===== config.mk =====
export PLATFORM = sky130hd
export DESIGN_NAME = amx_mux_select
export DESIGN_NICKNAME = d
export VERILOG_FILES = /design/src/amx_pkg.sv /design/src/amx_result_reg.sv /design/src/amx_mux_select.sv
export SDC_FILE = /design/constraint.sdc
export NUM_CORES = 1
export LEC_CHECK = 0
export BUFFER_PORTS_ARGS = -buffer_cell sky130_fd_sc_hd__buf_2
export CAP_MARGIN = 0
export CORE_ASPECT_RATIO = 1.4
export CORE_MARGIN = 4
export CORE_UTILIZATION = 45
export DETAILED_ROUTE_END_ITERATION = 12
export HOLD_SLACK_MARGIN = 0.03
export PLACE_DENSITY = 0.75
export SYNTH_ARGS = -nofsm -noshare
export SYNTH_HDL_FRONTEND = slang
export SYNTH_SLANG_ARGS = --single-unit

===== constraint.sdc =====
create_clock -name mclk_i -period 2.4 [get_ports mclk_i]
set_clock_uncertainty 0.1 [all_clocks]
set_input_delay 0.24 -clock mclk_i [delete_from_list [all_inputs] [get_ports mclk_i]]
set_output_delay 0.24 -clock mclk_i [all_outputs]
set_load 0.03 [all_outputs]

===== src/amx_pkg.sv =====
// Package for the analog monitor request decode and multiplexer select block.
// Assumes a single 20 MHz clock domain; all constants used by the design live here.
package amx_pkg;
   // ==========================================================
   // Widths
   localparam int RA_W = 8;
   localparam int DATA_W = 16;
   localparam int ADC_W = 12;
   localparam int CHAN_W = 3;
   // ==========================================================
   // Field positions of the relative address for the on-board mux
   localparam int RA_LO_POS = 0;
   localparam int RA_HI_POS = 3;
   // ==========================================================
   // Timing
   localparam int CLK_HZ = 20_000_000;
   localparam int ENB_TIMEOUT_US = 5;
   // Scale by cycles per microsecond first: the plain product overflows a 32-bit int for the 200 us and 240 us times
   localparam int ENB_TIMEOUT_CYC = ENB_TIMEOUT_US * (CLK_HZ / 1_000_000);
   localparam int IDLE_LEAD_US = 200;
   localparam int IDLE_LEAD_CYC = IDLE_LEAD_US * (CLK_HZ / 1_000_000);
   localparam int CONV_WAIT_US = 240;
   localparam int CONV_WAIT_CYC = CONV_WAIT_US * (CLK_HZ / 1_000_000);
   // Wide enough for the digital no-response limit of twice the conversion wait
   localparam int CNT_W = 14;
   // ==========================================================
   // Reset values
   localparam logic [RA_W-1:0] RA_RST = 8'h00;
   localparam logic [DATA_W-1:0] DATA_RST = 16'h0000;
   localparam logic [7:0] NORESP_RST = 8'h00;
   // ==========================================================
   // Request sequencer states
   typedef enum logic [2:0] {
      AMX_IDLE = 3'b000,
      AMX_LEAD = 3'b001,
      AMX_WAIT = 3'b010,
      AMX_ANLG = 3'b011,
      AMX_DIGI = 3'b100,
      AMX_DONE = 3'b101
   } amx_state_t;
endpackage


===== src/amx_result_reg.sv =====
// Result holding register for the monitor answer word.
// Assumes the caller presents a full word and a one-cycle load strobe.
`timescale 1ns/1ns
module amx_result_reg
   import amx_pkg::*;
#(
   parameter int WIDTH = DATA_W
) (
   input wire logic mclk_i,
   input wire logic rst_b_i,
   input wire logic ce_i,
   input wire logic load_i,
   input wire logic [WIDTH-1:0] word_i,
   output logic [WIDTH-1:0] word_o
);
   logic [WIDTH-1:0] word_q;
   logic [WIDTH-1:0] word_d;
   // ==========================================================
   // Next value: take the word only on a load strobe
   always_comb begin
      word_d = word_q;
      if (load_i) begin
         word_d = word_i;
      end
   end
   // Register, frozen while the clock enable is low
   always_ff @(posedge mclk_i or negedge rst_b_i) begin
      if (!rst_b_i) begin
         word_q <= '0;
      end else if (ce_i) begin
         word_q <= word_d;
      end
   end
   assign word_o = word_q;
endmodule // amx_result_reg


===== src/amx_mux_select.sv =====
// Analog monitor request sequencer and on-board mux channel select.
// Assumes the controlled device generates analog enable and the bit-group
// select combinationally from the relative address, and all inputs are synchronous.
// Behaviour
// - Between messages the address holds, data lines float, read/write, request low, ack low.
// - Idle handshake values may end up to 200 us before the request rises.
// - Monitor requests to the analog range mux, sample and convert one of 8 inputs.
// - Converted samples are two's complement at 5 mV per step in the top 12 of 16 bits.
// - Channel is address bits 0..2 when the group select is low and bits 3..5 when high.
// - Low address bits pick the channel in an external mux, high bits pick the mux.
// - Results are handled the same whether from the converter or the data lines.
`timescale 1ns/1ns
module amx_mux_select
   import amx_pkg::*;
(
   input wire logic mclk_i,
   input wire logic rst_b_i,
   input wire logic ce_i,
   input wire logic start_i,
   input wire logic read_i,
   input wire logic [RA_W-1:0] addr_i,
   input wire logic [DATA_W-1:0] wdata_i,
   input wire logic analog_enable_i,
   input wire logic mux_bit_group_select_i,
   input wire logic device_acknowledge_i,
   input wire logic [DATA_W-1:0] control_monitor_lines_i,
   input wire logic [ADC_W-1:0] adc_sample_i,
   output logic [RA_W-1:0] relative_address_o,
   output logic read_write_o,
   output logic device_request_o,
   output logic [DATA_W-1:0] control_monitor_lines_o,
   output logic control_monitor_lines_oe_o,
   output logic [CHAN_W-1:0] mux_channel_o,
   output logic adc_convert_o,
   output logic busy_o,
   output logic done_o,
   output logic no_response_o,
   output logic [DATA_W-1:0] result_o,
   output logic [7:0] no_response_count_o
);
   // ==========================================================
   // Shared helpers
   function automatic logic [CHAN_W-1:0] pick_chan(input logic [RA_W-1:0] ra, input logic hi);
      pick_chan = hi ? ra[RA_HI_POS +: CHAN_W] : ra[RA_LO_POS +: CHAN_W];
   endfunction
   amx_state_t state_q, state_d;
   logic [CNT_W-1:0] cnt_q, cnt_d;
   logic [RA_W-1:0] ra_q, ra_d;
   logic rw_q, rw_d;
   logic req_q, req_d;
   logic [DATA_W-1:0] cmo_q, cmo_d;
   logic oe_q, oe_d;
   logic [CHAN_W-1:0] chan_q, chan_d;
   logic conv_q, conv_d;
   logic done_q, done_d;
   logic nresp_q, nresp_d;
   logic [7:0] ncnt_q, ncnt_d;
   logic load;
   logic [DATA_W-1:0] word;
   logic anlg_seen;
   logic busy_q, busy_d;
   // ==========================================================
   // Enable only counts while the request is up
   assign anlg_seen = req_q & rw_q & analog_enable_i;
   // Sequencer next state
   always_comb begin
      state_d = state_q;
      cnt_d = cnt_q;
      ra_d = ra_q;
      rw_d = rw_q;
      req_d = req_q;
      cmo_d = cmo_q;
      oe_d = oe_q;
      chan_d = chan_q;
      conv_d = 1'b0;
      done_d = 1'b0;
      nresp_d = 1'b0;
      ncnt_d = ncnt_q;
      load = 1'b0;
      word = DATA_RST;
      unique case (state_q)
         AMX_IDLE: begin
            rw_d = 1'b0;
            req_d = 1'b0;
            oe_d = 1'b0;
            if (start_i) begin
               ra_d = addr_i; // Address holds until the next message
               rw_d = read_i;
               cmo_d = wdata_i;
               oe_d = !read_i;
               cnt_d = '0;
               state_d = AMX_LEAD;
            end
         end
         AMX_LEAD: begin
            // Lead time: idle values end before the request rises
            cnt_d = cnt_q + 1'b1;
            if (cnt_q == CNT_W'(IDLE_LEAD_CYC - 1)) begin
               req_d = 1'b1;
               cnt_d = '0;
               state_d = AMX_WAIT;
            end
         end
         AMX_WAIT: begin
            cnt_d = cnt_q + 1'b1;
            chan_d = pick_chan(ra_q, mux_bit_group_select_i);
            if (anlg_seen) begin
               cnt_d = '0;
               state_d = AMX_ANLG;
            end else if (device_acknowledge_i) begin
               if (rw_q) begin
                  load = 1'b1;
                  word = control_monitor_lines_i;
               end
               state_d = AMX_DONE;
            // Writes leave through the same timeout, so a silent device cannot hang us
            end else if (cnt_q == CNT_W'(ENB_TIMEOUT_CYC - 1)) begin
               state_d = AMX_DIGI; // No enable: treat as digital request
            end
         end
         AMX_DIGI: begin
            // Digital monitor wait; timeout counted as no response
            cnt_d = cnt_q + 1'b1;
            if (device_acknowledge_i) begin
               // A late write ack only closes the message; nothing to load
               if (rw_q) begin
                  load = 1'b1;
                  word = control_monitor_lines_i;
               end
               state_d = AMX_DONE;
            end else if (cnt_q == CNT_W'(CONV_WAIT_CYC * 2)) begin
               nresp_d = 1'b1;
               ncnt_d = ncnt_q + 8'h01;
               state_d = AMX_DONE;
            end
         end
         AMX_ANLG: begin
            // Mux follows the far side's select while settling
            chan_d = pick_chan(ra_q, mux_bit_group_select_i);
            cnt_d = cnt_q + 1'b1;
            if (cnt_q == CNT_W'(CONV_WAIT_CYC - 1)) begin
               conv_d = 1'b1;
               load = 1'b1;
               word = {adc_sample_i, 4'h0}; // Top 12 bits, two's complement
               state_d = AMX_DONE;
            end
         end
         AMX_DONE: begin
            req_d = 1'b0;
            oe_d = 1'b0;
            rw_d = 1'b0;
            done_d = 1'b1;
            state_d = AMX_IDLE;
         end
         default: begin
            state_d = AMX_IDLE;
         end
      endcase
      // Busy flag registered so the port comes straight from a flop
      busy_d = (state_d != AMX_IDLE);
   end
   // Sequencer registers
   always_ff @(posedge mclk_i or negedge rst_b_i) begin
      if (!rst_b_i) begin
         state_q <= AMX_IDLE;
         cnt_q <= '0;
         ra_q <= RA_RST;
         rw_q <= 1'b0;
         req_q <= 1'b0;
         cmo_q <= DATA_RST;
         oe_q <= 1'b0;
         chan_q <= '0;
         conv_q <= 1'b0;
         done_q <= 1'b0;
         nresp_q <= 1'b0;
         ncnt_q <= NORESP_RST;
         busy_q <= 1'b0;
      end else if (ce_i) begin
         state_q <= state_d;
         cnt_q <= cnt_d;
         ra_q <= ra_d;
         rw_q <= rw_d;
         req_q <= req_d;
         cmo_q <= cmo_d;
         oe_q <= oe_d;
         chan_q <= chan_d;
         conv_q <= conv_d;
         done_q <= done_d;
         nresp_q <= nresp_d;
         ncnt_q <= ncnt_d;
         busy_q <= busy_d;
      end
   end
   // Result word kept in its own register, one path for both sources
   amx_result_reg #(
      .WIDTH(DATA_W)
   ) u_result (
      .mclk_i(mclk_i),
      .rst_b_i(rst_b_i),
      .ce_i(ce_i),
      .load_i(load),
      .word_i(word),
      .word_o(result_o)
   );
   assign relative_address_o = ra_q;
   assign read_write_o = rw_q;
   assign device_request_o = req_q;
   assign control_monitor_lines_o = cmo_q;
   assign control_monitor_lines_oe_o = oe_q;
   assign mux_channel_o = chan_q;
   assign adc_convert_o = conv_q;
   assign busy_o = busy_q;
   assign done_o = done_q;
   assign no_response_o = nresp_q;
   assign no_response_count_o = ncnt_q;
endmodule // amx_mux_select


After elaboration in Yosys (flattened, before gate mapping). Cells that the tools add are included.

Add/sub/neg operators: 2. Equal/unequal tests: 11. Mux-type cells: 35. Bitwise gates (word level): 3. Reductions and logical operators: 16.

Operators by type and width (number): two-way mux 16 bit (4); one-hot mux 14 bit (4 select lines) (1); one-hot mux 16 bit (3 select lines) (1); two-way mux 14 bit (3); two-way mux 3 bit (9); one-hot mux 3 bit (5 select lines) (1); adder 14 x 1 -> 14 bit (second input constant) (1); == test 14 x 12 -> 1 bit (second input constant) (1); == test 14 x 13 -> 1 bit (second input constant) (1); == test 14 bit (second input constant) (1); == test 14 x 7 -> 1 bit (second input constant) (1); two-way mux 1 bit (12); AND reduction 3 bit (3); adder 8 x 1 -> 8 bit (second input constant) (1); == test 3 x 2 -> 1 bit (second input constant) (2); == test 3 bit (second input constant) (2); one-hot mux 1 bit (2 select lines) (3); AND reduction 2 bit (3); OR reduction 2 bit (3); != test 2 bit (second input constant) (2); AND reduction 4 bit (1); nonzero test 2 bit (2); nonzero test 4 bit (1); == test 3 x 1 -> 1 bit (second input constant) (1); 6 further kinds (7).

Register bits after elaboration: 75. Bits of input ports: 60. Output and inout port bits: 58. Word-level logic and storage cells: 81.

Logic depth before layout (Yosys ltp). Gate-level depths: netlist of the first run.

Depth in word-level cells: 6. Gate-level depth with buffers: 8. Gate-level depth less buffers: 7.

Hierarchy. Synthesis of the first run repeated with hierarchy kept, for this count alone.

Cells, all modules: 331. Area, all modules: 3678.5 µm².

By module, submodules not included: amx_mux_select (instances 1, cells an instance 297, area an instance 3042.9 µm², sequential area each 1476.4 µm²); amx_result_reg (instances 1, cells an instance 34, area an instance 635.6 µm², sequential area each 400.4 µm²).

Worst setup path after synthesis of the first run. OpenSTA, ideal clock, no wires.

Kind: register -> register. From: register cnt_q[0]. To: register u_result.word_q[15] (netlist: u_result.word_o[15]). Setup time: 79 ps. Arrival time: 2008 ps. Required time: 2221 ps. Setup slack: 214 ps. Stages on the path, launching flop included: 9. Path buffers: 2. Clock period less this slack: 2186 ps. Path through: dfrtp_1 -> ha_1 -> and4_1 -> and4_1 -> and3_1 -> clkbuf_1 -> o21bai_1 -> buf_2 -> o2bb2ai_1.

Cells in the longest elaborated chain, start to end: 4. Elaborated cells on any way between the ends: 6. Those cells by class: eq/ne (1); mux (4); reduce/logical (1).

RTL lines: start, declared (RTL line amx_mux_select.sv:47) `logic [CNT_W-1:0] cnt_q, cnt_d;`; start signal, assigned (RTL line amx_mux_select.sv:180) `cnt_q <= cnt_d;`; == test 14 x 13 -> 1 bit (*) (RTL line amx_mux_select.sv:141) `if (cnt_q == CNT_W'(CONV_WAIT_CYC - 1)) begin`; two-way mux 1 bit (RTL line amx_mux_select.sv:141); one-hot mux 1 bit (3 select lines) (RTL line amx_mux_select.sv:81) `unique case (state_q)`; AND reduction 2 bit (no source line); end signal, assigned (RTL line amx_result_reg.sv:31) `word_q <= word_d;`; end, declared (RTL line amx_result_reg.sv:16) `logic [WIDTH-1:0] word_q;`.

Mark *: on every way between the ends. The rest lies on a longest branch, timed or not. A chain may end at the register's enable or synchronous reset.

Worst setup path after layout of the first run.
From: register cnt_q[5]. To: register cnt_q[11].

Cells in the longest elaborated chain, start to end: 3. Elaborated cells on any way between the ends: 5. Those cells by class: add/sub (1); eq/ne (1); mux (3).

RTL lines (RTL line): adder 14 x 1 -> 14 bit or == test 14 x 12 -> 1 bit (tied branches); two-way mux 14 bit, on equally long branches (amx_mux_select.sv:107, amx_mux_select.sv:98); one-hot mux 14 bit (4 select lines) (*) (amx_mux_select.sv:81).

Marks and branches as above.

==> impl_metrics.csv, run 1 <==
group,metric,value,unit
worst_setup_path,crit_family,"simple AND/OR/NAND/NOR gates",
power_and_ir_drop,pwr-share-comb,0.364,
die,io_pins,118,
sta,max_freq,431,MHz
die,die_w,82.9,um
place,routabilityCongestion,0.857,
yosys,synth_cells,314,
power_and_ir_drop,powerDensity,922,mW/mm2
drt,via_per_inst,5.49,
cts,clock_path_buffers,2,
worst_setup_path,crit_type,"register to register",
finish,final_area,0.00485,mm2
grt,antenna_found_initial,0,
worst_setup_path,crit_chain,"or4b_1 > or4_4 > a21boi_4 > buf_4 > nor4b_1 > a21o_1",
worst_setup_path,crit_fanout,8,
drt,drc,0,
die,fp-row-count,38,
finish,final_common_cell,"buf_2",
worst_setup_path,startpoint_type,"register",
yosys,syn_nets,377,
grt,grt_pass1_vias,3248,
cts,numCtsBuffers,9,
sta,tightest_slew,0.437,ns
place,post_dp_cell_area,0.00431,mm2
worst_hold_path,hold_path_class,"primary input to register",
grt,grt_overflow,0,
place,dp_slack,0.0165,ns
finish,drive_gt1_frac,0.388,
finish,nets,536,
yosys,ys_ff_latch,75,
sta,fin_crit_sh,0.967,
die,die-area,0.00936,mm2
status,status,"finished, final reports clean",
power_and_ir_drop,p_sw_frac,0.376,
yosys,ys_seq_area_frac,0.531,
power_and_ir_drop,vdd_drop_max,815,uV
drt,vias,3169,
worst_setup_path,startpoint,"cnt_q[5]",
yosys,synth_ff_type,"dfrtp_1",
worst_setup_path,critPathMaxStageDelay,0.60,ns
worst_setup_path,crit_buf_inv,1,
sta,finalCriticalPeriod,2.32,ns
grt,grt_pass1_wl,15600,um
worst_setup_path,worstSetupEndpointType,"register",
drt,antenna_left,0,
sta,fin_setup_tns,0,ns
worst_setup_path,r2r-end,"cnt_q[11]",
sta,setup_viol,0,
die,die_y,113,um
cts,clockRootBuffer,"clkbuf_8",
sta,hold_viol,0,
worst_setup_path,r2r_cells,6,
place,portBuffers,117,
worst_setup_path,r2r-start,"cnt_q[5]",
die,core,0.00770,mm2
cts,cts_num_sinks,75,
sta,layout_setup_ws,0.0783,ns
finish,layout_common_cells,"buf_2, dfrtp_1, dlygate4sd3_1, mux2_2, nand2_1",
yosys,synth_area_per_cell,11.3,um2
die,initial_core_util,0.459,
cts,h-tree-depth,3,
drt,first_pass_iters,4,
worst_setup_path,cp_data_arrival_time,2.47,ns
drt,routedWlPerCell,16.3,um
sta,max_slew_margin,0.706,
finish,num_antenna_cells,0,
worst_setup_path,cp_slowest_cell,"or4b_1",
power_and_ir_drop,cell_internal_pwr,2.79,mW
yosys,async_reset_ff_frac,1.00,
sta,finalMaxSlewViolations,0,
cts,cts.clk_slew.worst_paths,0.07,ns
yosys,netlist_area,0.00354,mm2
place,place_hpwl,6290,um
grt,groute.usage.overall,0.206,
power_and_ir_drop,p_leak,2.37,nW
finish,area_growth,37.1,%
drt,initialDrtViolationCount,235,
power_and_ir_drop,clockPowerShare,0.244,
yosys,synth_edf_count,0,
job,drv_cap,0,
worst_setup_path,crit_cells,6,
worst_setup_path,required,2.54,ns
worst_setup_path,regToRegSetupSlack,0.08,ns
cts,clk_latency,0.35,ns
grt,grt_max_degree,66,
power_and_ir_drop,switchingPower,1.68,mW
worst_setup_path,cp-endpoint,"cnt_q[11]",
cts,cts_tree,"built",
yosys,yosys_warnings,0,
sta,rsz0062_at_grt,"false",
drt,routed_wl,9430,um
yosys,synth_cell_types,52,
power_and_ir_drop,pwr-share-seq,0.392,
[flip-flops by register name (all words and copies together), names as in the netlist]
name,cells
u_result.word_o,16
control_monitor_lines_oe_o,1
control_monitor_lines_o,16
no_response_count_o,8
mux_channel_o,3
read_write_o,1
busy_o,1
state_q,3
done_o,1
no_response_o,1
device_request_o,1
adc_convert_o,1
relative_address_o,8
cnt_q,14
[tightest hold or removal path: cells and delay by family]
| kind | cells | cell delay, ns |
|---|---|---|
| AOI/OAI and AO/OA | 2 | 0.16 |
| buffers and inverters | 1 | 0.08 |
[repair_timing]
| action | CTS | global route |
|---|---|---|
| resized for setup | 1 | 3 |
| hold buffers | 30 | 0 |
| pin swaps | 0 | 1 |
| hold endpoints to repair | 104 | 0 |
| endpoints found under the setup margin | 2 | 9 |
| setup buffers | 0 | 1 |
[synthesized netlist by cell type (3+ instances only)]
master	n	share of area
nor3_1	4	0.0057
and2_1	4	0.0071
and3_1	7	0.012
a21oi_1	6	0.0085
nand2_1	21	0.022
mux2_2	26	0.083
xnor2_1	7	0.017
nor2b_1	4	0.0071
a22o_1	4	0.0099
dfrtp_1	75	0.53
ha_1	3	0.011
o2bb2ai_1	12	0.030
a21o_1	5	0.011
nand3_1	12	0.017
clkbuf_1	12	0.013
inv_1	8	0.0085
a22oi_1	13	0.028
nor4_1	4	0.0071
nor2_1	8	0.0085
o32ai_1	4	0.0099
or4_1	5	0.011
o22ai_1	3	0.0053
mux2i_1	3	0.0085
nand4_1	6	0.011
o21ai_0	20	0.028
[cell families (layout without fill, tap and decap cells)]
kind of cell | Yosys count | after routing | share of synthesized area
fa+ha+maj | 3 | 3 | 0.0106
mux | 29 | 29 | 0.0913
xor+xnor | 9 | 9 | 0.0223
buf+inv | 25 | 188 | 0.0315
compound gates | 79 | 79 | 0.160
flops | 75 | 75 | 0.531
simple gates | 94 | 94 | 0.154
[metrics by stage]
step           cells  power [mW]  hold slack (ns)  utilization
6_report         577        4.47           0.0730        0.629
4_1_cts          576        4.43           0.0554        0.628
5_1_grt          577        4.70           0.0802        0.629
3_5_place_dp     531        3.30          -0.0142        0.559
3_3_place_gp     531        3.26          -0.0152        0.559
2_1_floorplan    314        2.80           -0.156            -
[how the worst min path moves through the flow]
stage | to | depth (start not counted) | slack [ns] | from
detailed placement | u_result.word_o[7] | 1 | -0.01 | rst_b_i
CTS | u_result.word_o[15] | 3 | 0.06 | control_monitor_lines_i[15]
floorplan | adc_convert_o | 0 | -0.16 | rst_b_i
global route | u_result.word_o[9] | 3 | 0.08 | control_monitor_lines_i[9]
finish | u_result.word_o[15] | 3 | 0.07 | control_monitor_lines_i[15]
global placement | u_result.word_o[7] | 1 | -0.02 | rst_b_i
[layer usage]
layer | global-route usage | wire length, um | vias up
met2 | 0.360 | 4920 | 108
met1 | 0.235 | 3680 | 1543
met3 | 0.0685 | 656 | 21
li1 | - | - | 1497
met4 | 0.0752 | 175 | 0
met5 | 0 | 0 | -
[power groups by stage]
stage | Combinational (mW) | Sequential (mW) | Clock (mW)
2_1_floorplan | 0.550 | 2.25 | 0
3_3_place_gp | 1.52 | 1.74 | 0
3_5_place_dp | 1.55 | 1.75 | 0
4_1_cts | 1.59 | 1.73 | 1.11
5_1_grt | 1.74 | 1.78 | 1.17
6_report | 1.63 | 1.75 | 1.09
[final cells by class]
class / instances / area, um2
tap: 100 / 125
timing repair buffer: 165 / 1040
inverter: 8 / 30.0
clock inverter: 4 / 73.8
fill: 619 / 2850
sequential: 75 / 1880
clock buffer: 11 / 151
multi-input combinational: 214 / 1550
No activity file was read; power rests on OpenSTA's default activity.
==> run 2: changes to the inputs <==
--- a/config.mk
+++ b/config.mk
@@ -7,12 +7,14 @@
 export LEC_CHECK = 0
 export BUFFER_PORTS_ARGS = -buffer_cell sky130_fd_sc_hd__buf_2
 export CAP_MARGIN = 0
+export CELL_PAD_IN_SITES_DETAIL_PLACEMENT = 1
+export CELL_PAD_IN_SITES_GLOBAL_PLACEMENT = 1
 export CORE_ASPECT_RATIO = 1.4
 export CORE_MARGIN = 4
-export CORE_UTILIZATION = 45
+export CORE_UTILIZATION = 35
 export DETAILED_ROUTE_END_ITERATION = 12
 export HOLD_SLACK_MARGIN = 0.03
-export PLACE_DENSITY = 0.75
+export PLACE_DENSITY_LB_ADDON = 0.1
 export SYNTH_ARGS = -nofsm -noshare
 export SYNTH_HDL_FRONTEND = slang
 export SYNTH_SLANG_ARGS = --single-unit
==> constraint.sdc (replaced) <==
create_clock -name mclk_i -period 2.4 [get_ports mclk_i]
set_clock_uncertainty 0.1 [all_clocks]
set_input_delay 0.24 -clock mclk_i [delete_from_list [all_inputs] [get_ports mclk_i]]
set_output_delay 0.24 -clock mclk_i [all_outputs]
set_load 0.01 [all_outputs]
==> impl_metrics.csv, run 2 (synthesis gave the netlist of run 1 again) <==
group,metric,value,unit
status,status,"finished, final reports clean",
worst_setup_path,crit_fanout,7,
finish,fillCellCount,1153,
cts,numCtsBuffers,9,
finish,ff_latch_area,0.00188,mm2
die,die_w,93.0,um
die,die-area,0.0118,mm2
die,fp-row-count,43,
cts,clk_latency,0.33,ns
worst_setup_path,r2r-start,"cnt_q[12]",
grt,groute.usage.overall,0.194,
finish,nets,527,
sta,rsz0062_at_grt,"false",
sta,fin_crit_sh,0.961,
die,initial_core_util,0.357,
cts,clockRootBuffer,"clkbuf_16",
grt,antenna_found_initial,0,
die,io_pins,118,
power_and_ir_drop,vdd_drop_max,603,uV
worst_setup_path,cp_data_arrival_time,2.41,ns
die,core,0.00990,mm2
worst_hold_path,hold_depth,2,
drt,drc,0,
place,post_dp_cell_area,0.00438,mm2
sta,fin_setup_tns,0,ns
finish,final_area,0.00490,mm2
sta,hold_viol,0,
sta,setup_viol,0,
sta,finalCriticalPeriod,2.31,ns
drt,antenna_left,0,
cts,clock_path_buffers,2,
drt,routed_wl,10700,um
worst_hold_path,hold_path_class,"primary input to register",
sta,max_slew_margin,0.663,
cts,h-tree-depth,3,
place,place_hpwl,8090,um
place,routabilityCongestion,0.808,
finish,multiInputGateArea,0.00156,mm2
power_and_ir_drop,powerDensity,916,mW/mm2
grt,grt_max_degree,38,
finish,drive_gt1_frac,0.401,
finish,final_common_cell,"buf_2",
worst_setup_path,startpoint_type,"register",
grt,grt_pass1_vias,3517,
worst_hold_path,whs_endpoint,"control_monitor_lines_o[10]",
job,drv_cap,0,
finish,area_growth,38.5,%
worst_setup_path,r2r-end,"cnt_q[3]",
cts,cts_tree,"built",
worst_setup_path,r2r_cells,5,
cts,cts.clk_slew.worst_paths,0.06,ns
finish,layout_common_cells,"buf_2, dfrtp_1, mux2_2, buf_4, nand2_1",
finish,num_antenna_cells,0,
die,die_y,127,um
power_and_ir_drop,p_leak,2.38,nW
grt,grt_pass1_wl,17900,um
sta,max_freq,433,MHz
drt,initialDrtViolationCount,109,
drt,routedWlPerCell,17.8,um
drt,first_pass_iters,4,
grt,grt_overflow,0,
worst_setup_path,regToRegSetupSlack,0.09,ns
worst_setup_path,worstSetupEndpointType,"register",
sta,finalMaxSlewViolations,0,
worst_hold_path,worst_hold_startpoint,"wdata_i[10]",
sta,tightest_slew,0.500,ns
cts,cts_num_sinks,75,
drt,vias,3158,
place,portBuffers,117,
worst_setup_path,required,2.50,ns
drt,via_per_inst,5.23,
worst_setup_path,crit_type,"register to register",
==> run 2: layout make-up <==
type	count	area share
tap	135	0.0345
clock inverter	4	0.0199
timing repair buffer	156	0.189
sequential	75	0.383
clock buffer	12	0.0503
inverter	8	0.00613
multi-input combinational	214	0.317
==> run 2: what timing repair did <==
item                                    CTS  global route
endpoints found under the hold margin    50             0
endpoints found under the setup margin    0            11
hold buffers                             17             0
resized for setup                         0             3
buffers inserted                          0             0
==> run 2: worst max-delay path, stage by stage, from the launching register on <==
cell and delay (ns):
dfrtp_1 0.43, or4b_1 0.55, or4_4 0.48, a21boi_4 0.24, and2_2 0.26, o32ai_1 0.10
==> run 2: how the worst max path moves through the flow <==
| stage | start | end | slack [ns] | cells after the start |
|---|---|---|---|---|
| after global routing | cnt_q[1] | u_result.word_o[8] | 0.004 | 7 |
| after detailed placement | cnt_q[12] | cnt_q[3] | 0.04 | 5 |
| after CTS | cnt_q[5] | cnt_q[3] | 0.02 | 5 |
| final | cnt_q[12] | cnt_q[3] | 0.09 | 5 |
| after global placement | cnt_q[5] | cnt_q[3] | 0.12 | 5 |
| after floorplan | cnt_q[0] | u_result.word_o[15] | 0.21 | 8 |
==> run 2: per-layer routing <==
| metal | vias up | global-route usage | wire (um) |
|---|---|---|---|
| li1 | 1483 | - | - |
| met1 | 1570 | 0.213 | 4090 |
| met2 | 79 | 0.345 | 5860 |
| met3 | 26 | 0.0463 | 396 |
| met4 | 0 | 0.100 | 386 |
| met5 | - | 0 | 0 |
==> run 2: through the flow <==
stage | worst slack, ns | power, mW | hold slack (ns) | util | std cells
floorplan | 0.214 | 2.40 | -0.156 | - | 314
global placement | 0.122 | 2.91 | 0.149 | 0.442 | 571
detailed placement | 0.0445 | 2.94 | 0.149 | 0.442 | 571
CTS | 0.0201 | 4.55 | 0.0309 | 0.494 | 604
global route | 0.00438 | 4.76 | 0.0350 | 0.495 | 604
finish | 0.0927 | 4.49 | 0.0414 | 0.495 | 604
==> run 2: power breakdown <==
part	internal (mW)	leakage (nW)	switching [mW]
clock	1.04	0.163	0.500
combinational	0.584	1.23	0.626
sequential	1.55	0.986	0.186
total	3.18	2.38	1.31
==> run 3: changes to the inputs <==
--- a/config.mk
+++ b/config.mk
@@ -10,11 +10,12 @@
 export CELL_PAD_IN_SITES_DETAIL_PLACEMENT = 1
 export CELL_PAD_IN_SITES_GLOBAL_PLACEMENT = 1
 export CORE_ASPECT_RATIO = 1.4
-export CORE_MARGIN = 4
 export CORE_UTILIZATION = 35
 export DETAILED_ROUTE_END_ITERATION = 12
+export GPL_TIMING_DRIVEN = 0
 export HOLD_SLACK_MARGIN = 0.03
 export PLACE_DENSITY_LB_ADDON = 0.1
+export SKIP_LAST_GASP = 1
 export SYNTH_ARGS = -nofsm -noshare
 export SYNTH_HDL_FRONTEND = slang
 export SYNTH_SLANG_ARGS = --single-unit
==> impl_metrics.csv, run 3 (synthesis gave the netlist of run 1 again) <==
group,metric,value,unit
sta,max_slew_margin,0.675,
drt,antenna_left,0,
power_and_ir_drop,clockPowerShare,0.323,
cts,cts_num_sinks,75,
worst_hold_path,worst_hold_startpoint,"addr_i[2]",
die,die_y,121,um
grt,antenna_found_initial,0,
sta,rsz0062_at_grt,"false",
worst_setup_path,regToRegSetupSlack,0.08,ns
power_and_ir_drop,p_sw_frac,0.312,
finish,final_common_cell,"buf_2",
power_and_ir_drop,vdd_drop_max,475,uV
power_and_ir_drop,powerDensity,892,mW/mm2
drt,first_pass_iters,4,
worst_setup_path,r2r_cells,6,
drt,via_per_inst,5.20,
place,place_hpwl,7340,um
cts,clockRootBuffer,"clkbuf_16",
die,fp-row-count,43,
die,die_w,87.0,um
finish,layout_common_cells,"buf_2, dfrtp_1, mux2_2, nand2_1",
finish,fillCellCount,1086,
sta,finalCriticalPeriod,2.32,ns
finish,num_antenna_cells,0,
sta,fin_setup_tns,0,ns
cts,cts_tree,"built",
worst_setup_path,cp_data_arrival_time,2.44,ns
sta,tightest_slew,0.484,ns
worst_hold_path,whs_endpoint,"relative_address_o[2]",
power_and_ir_drop,switchingPower,1.36,mW
worst_setup_path,r2r-start,"cnt_q[5]",
power_and_ir_drop,pwr-share-seq,0.398,
status,status,"finished, final reports clean",
worst_setup_path,crit_type,"register to register",
power_and_ir_drop,p_leak,2.33,nW
place,portBuffers,117,
power_and_ir_drop,pwr-share-comb,0.278,
worst_hold_path,hold_depth,2,
worst_setup_path,worstSetupEndpointType,"register",
cts,clock_path_buffers,2,
finish,area_growth,38.1,%
finish,nets,525,
worst_setup_path,crit_fanout,8,
cts,numCtsBuffers,9,
die,io_pins,118,
grt,grt_pass1_wl,16900,um
worst_setup_path,required,2.52,ns
die,die-area,0.0105,mm2
drt,drc,0,
cts,h-tree-depth,3,
place,routabilityCongestion,0.751,
die,initial_core_util,0.359,
sta,hold_viol,0,
power_and_ir_drop,cell_internal_pwr,3.00,mW
sta,fin_crit_sh,0.966,
drt,routedWlPerCell,16.9,um
cts,clk_latency,0.34,ns
cts,cts.clk_slew.worst_paths,0.06,ns
job,drv_cap,0,
finish,drive_gt1_frac,0.403,
grt,grt_pass1_vias,3388,
die,core,0.00985,mm2
worst_setup_path,startpoint_type,"register",
drt,vias,3133,
sta,finalMaxSlewViolations,0,
sta,setup_viol,0,
drt,routed_wl,10200,um
finish,final_cells,602,
grt,groute.usage.overall,0.211,
worst_hold_path,hold_path_class,"primary input to register",
sta,max_freq,431,MHz
place,place_inst,567,
drt,initialDrtViolationCount,142,
grt,grt_overflow,0,
worst_setup_path,r2r-end,"cnt_q[8]",
grt,grt_max_degree,50,
run 3: cell count changes in the layout (fill, tap and decap cells not counted), sizes merged:
cell | before | now
buf | 139 | 124
dlygate4sd3 | 17 | 18
clkbuf | 12 | 23
clkinv | 0 | 4
clkinvlp | 1 | 0
bufinv | 3 | 1
run 3: what timing repair did:
| item | in CTS | in global routing |
|---|---|---|
| endpoints found under the setup margin | 30 | 50 |
| resized for setup | 5 | 20 |
| pin swaps | 0 | 1 |
| hold buffers | 18 | 0 |
| endpoints found under the hold margin | 43 | 0 |
| buffers inserted | 1 | 1 |
run 3: cell type report:
cell class | instances | area, um2 | area share
Buffer | 16 | 88.8 | 0.0182
Clock buffer | 11 | 253 | 0.0518
Clock inverter | 5 | 61.3 | 0.0126
Inverter | 8 | 30.0 | 0.00615
Multi-Input combinational cell | 214 | 1590 | 0.326
Sequential cell | 75 | 1880 | 0.385
Tap cell | 135 | 169 | 0.0346
Timing Repair Buffer | 138 | 811 | 0.166
run 3: critical path, stage by stage, from the launching register on:
cell and delay, ns:
dfrtp_2 0.45, or4b_4 0.56, or4_4 0.47, a21boi_4 0.21, buf_4 0.15, o21ai_0 0.08
a21o_1 0.18
run 3: worst max-delay path by stage:
stage / startpoint / endpoint / slack [ns] / cells past startpoint
global route: cnt_q[0] / cnt_q[8] / 0.005 / 7
CTS: cnt_q[0] / u_result.word_o[9] / -0.07 / 8
global placement: cnt_q[0] / u_result.word_o[12] / -0.17 / 8
detailed placement: cnt_q[0] / u_result.word_o[10] / -0.20 / 8
floorplan: cnt_q[0] / u_result.word_o[15] / 0.21 / 8
finish: cnt_q[5] / cnt_q[8] / 0.08 / 6
run 3: power by group through the flow:
stage | registers, mW | clock network [mW] | logic, mW
after floorplan | 1.85 | 0 | 0.551
after global placement | 1.74 | 0 | 1.14
after detailed placement | 1.76 | 0 | 1.17
after CTS | 1.74 | 1.45 | 1.21
after global routing | 1.78 | 1.51 | 1.33
final | 1.73 | 1.41 | 1.21
run 3: through the flow:
| step | area (um2) | power [mW] | setup WS (ns) | util | hold slack (ns) |
|---|---|---|---|---|---|
| 2_1_floorplan | 3540 | 2.40 | 0.214 | - | -0.156 |
| 3_3_place_gp | 4290 | 2.88 | -0.173 | 0.436 | 0.353 |
| 3_5_place_dp | 4320 | 2.93 | -0.196 | 0.439 | 0.0852 |
| 4_1_cts | 4850 | 4.39 | -0.0749 | 0.492 | 0.0306 |
| 5_1_grt | 4880 | 4.62 | 0.00513 | 0.496 | 0.0331 |
| 6_report | 4880 | 4.36 | 0.0817 | 0.496 | 0.0371 |
run 3: routing by layer:
layer,share of wire,GRT usage,vias to the layer above,wire (um)
met5,0,0,-,0
met4,0.015,0.0667,0,148
met3,0.037,0.0469,11,376
met2,0.56,0.387,70,5670
met1,0.39,0.238,1583,3990
li1,-,-,1469,-
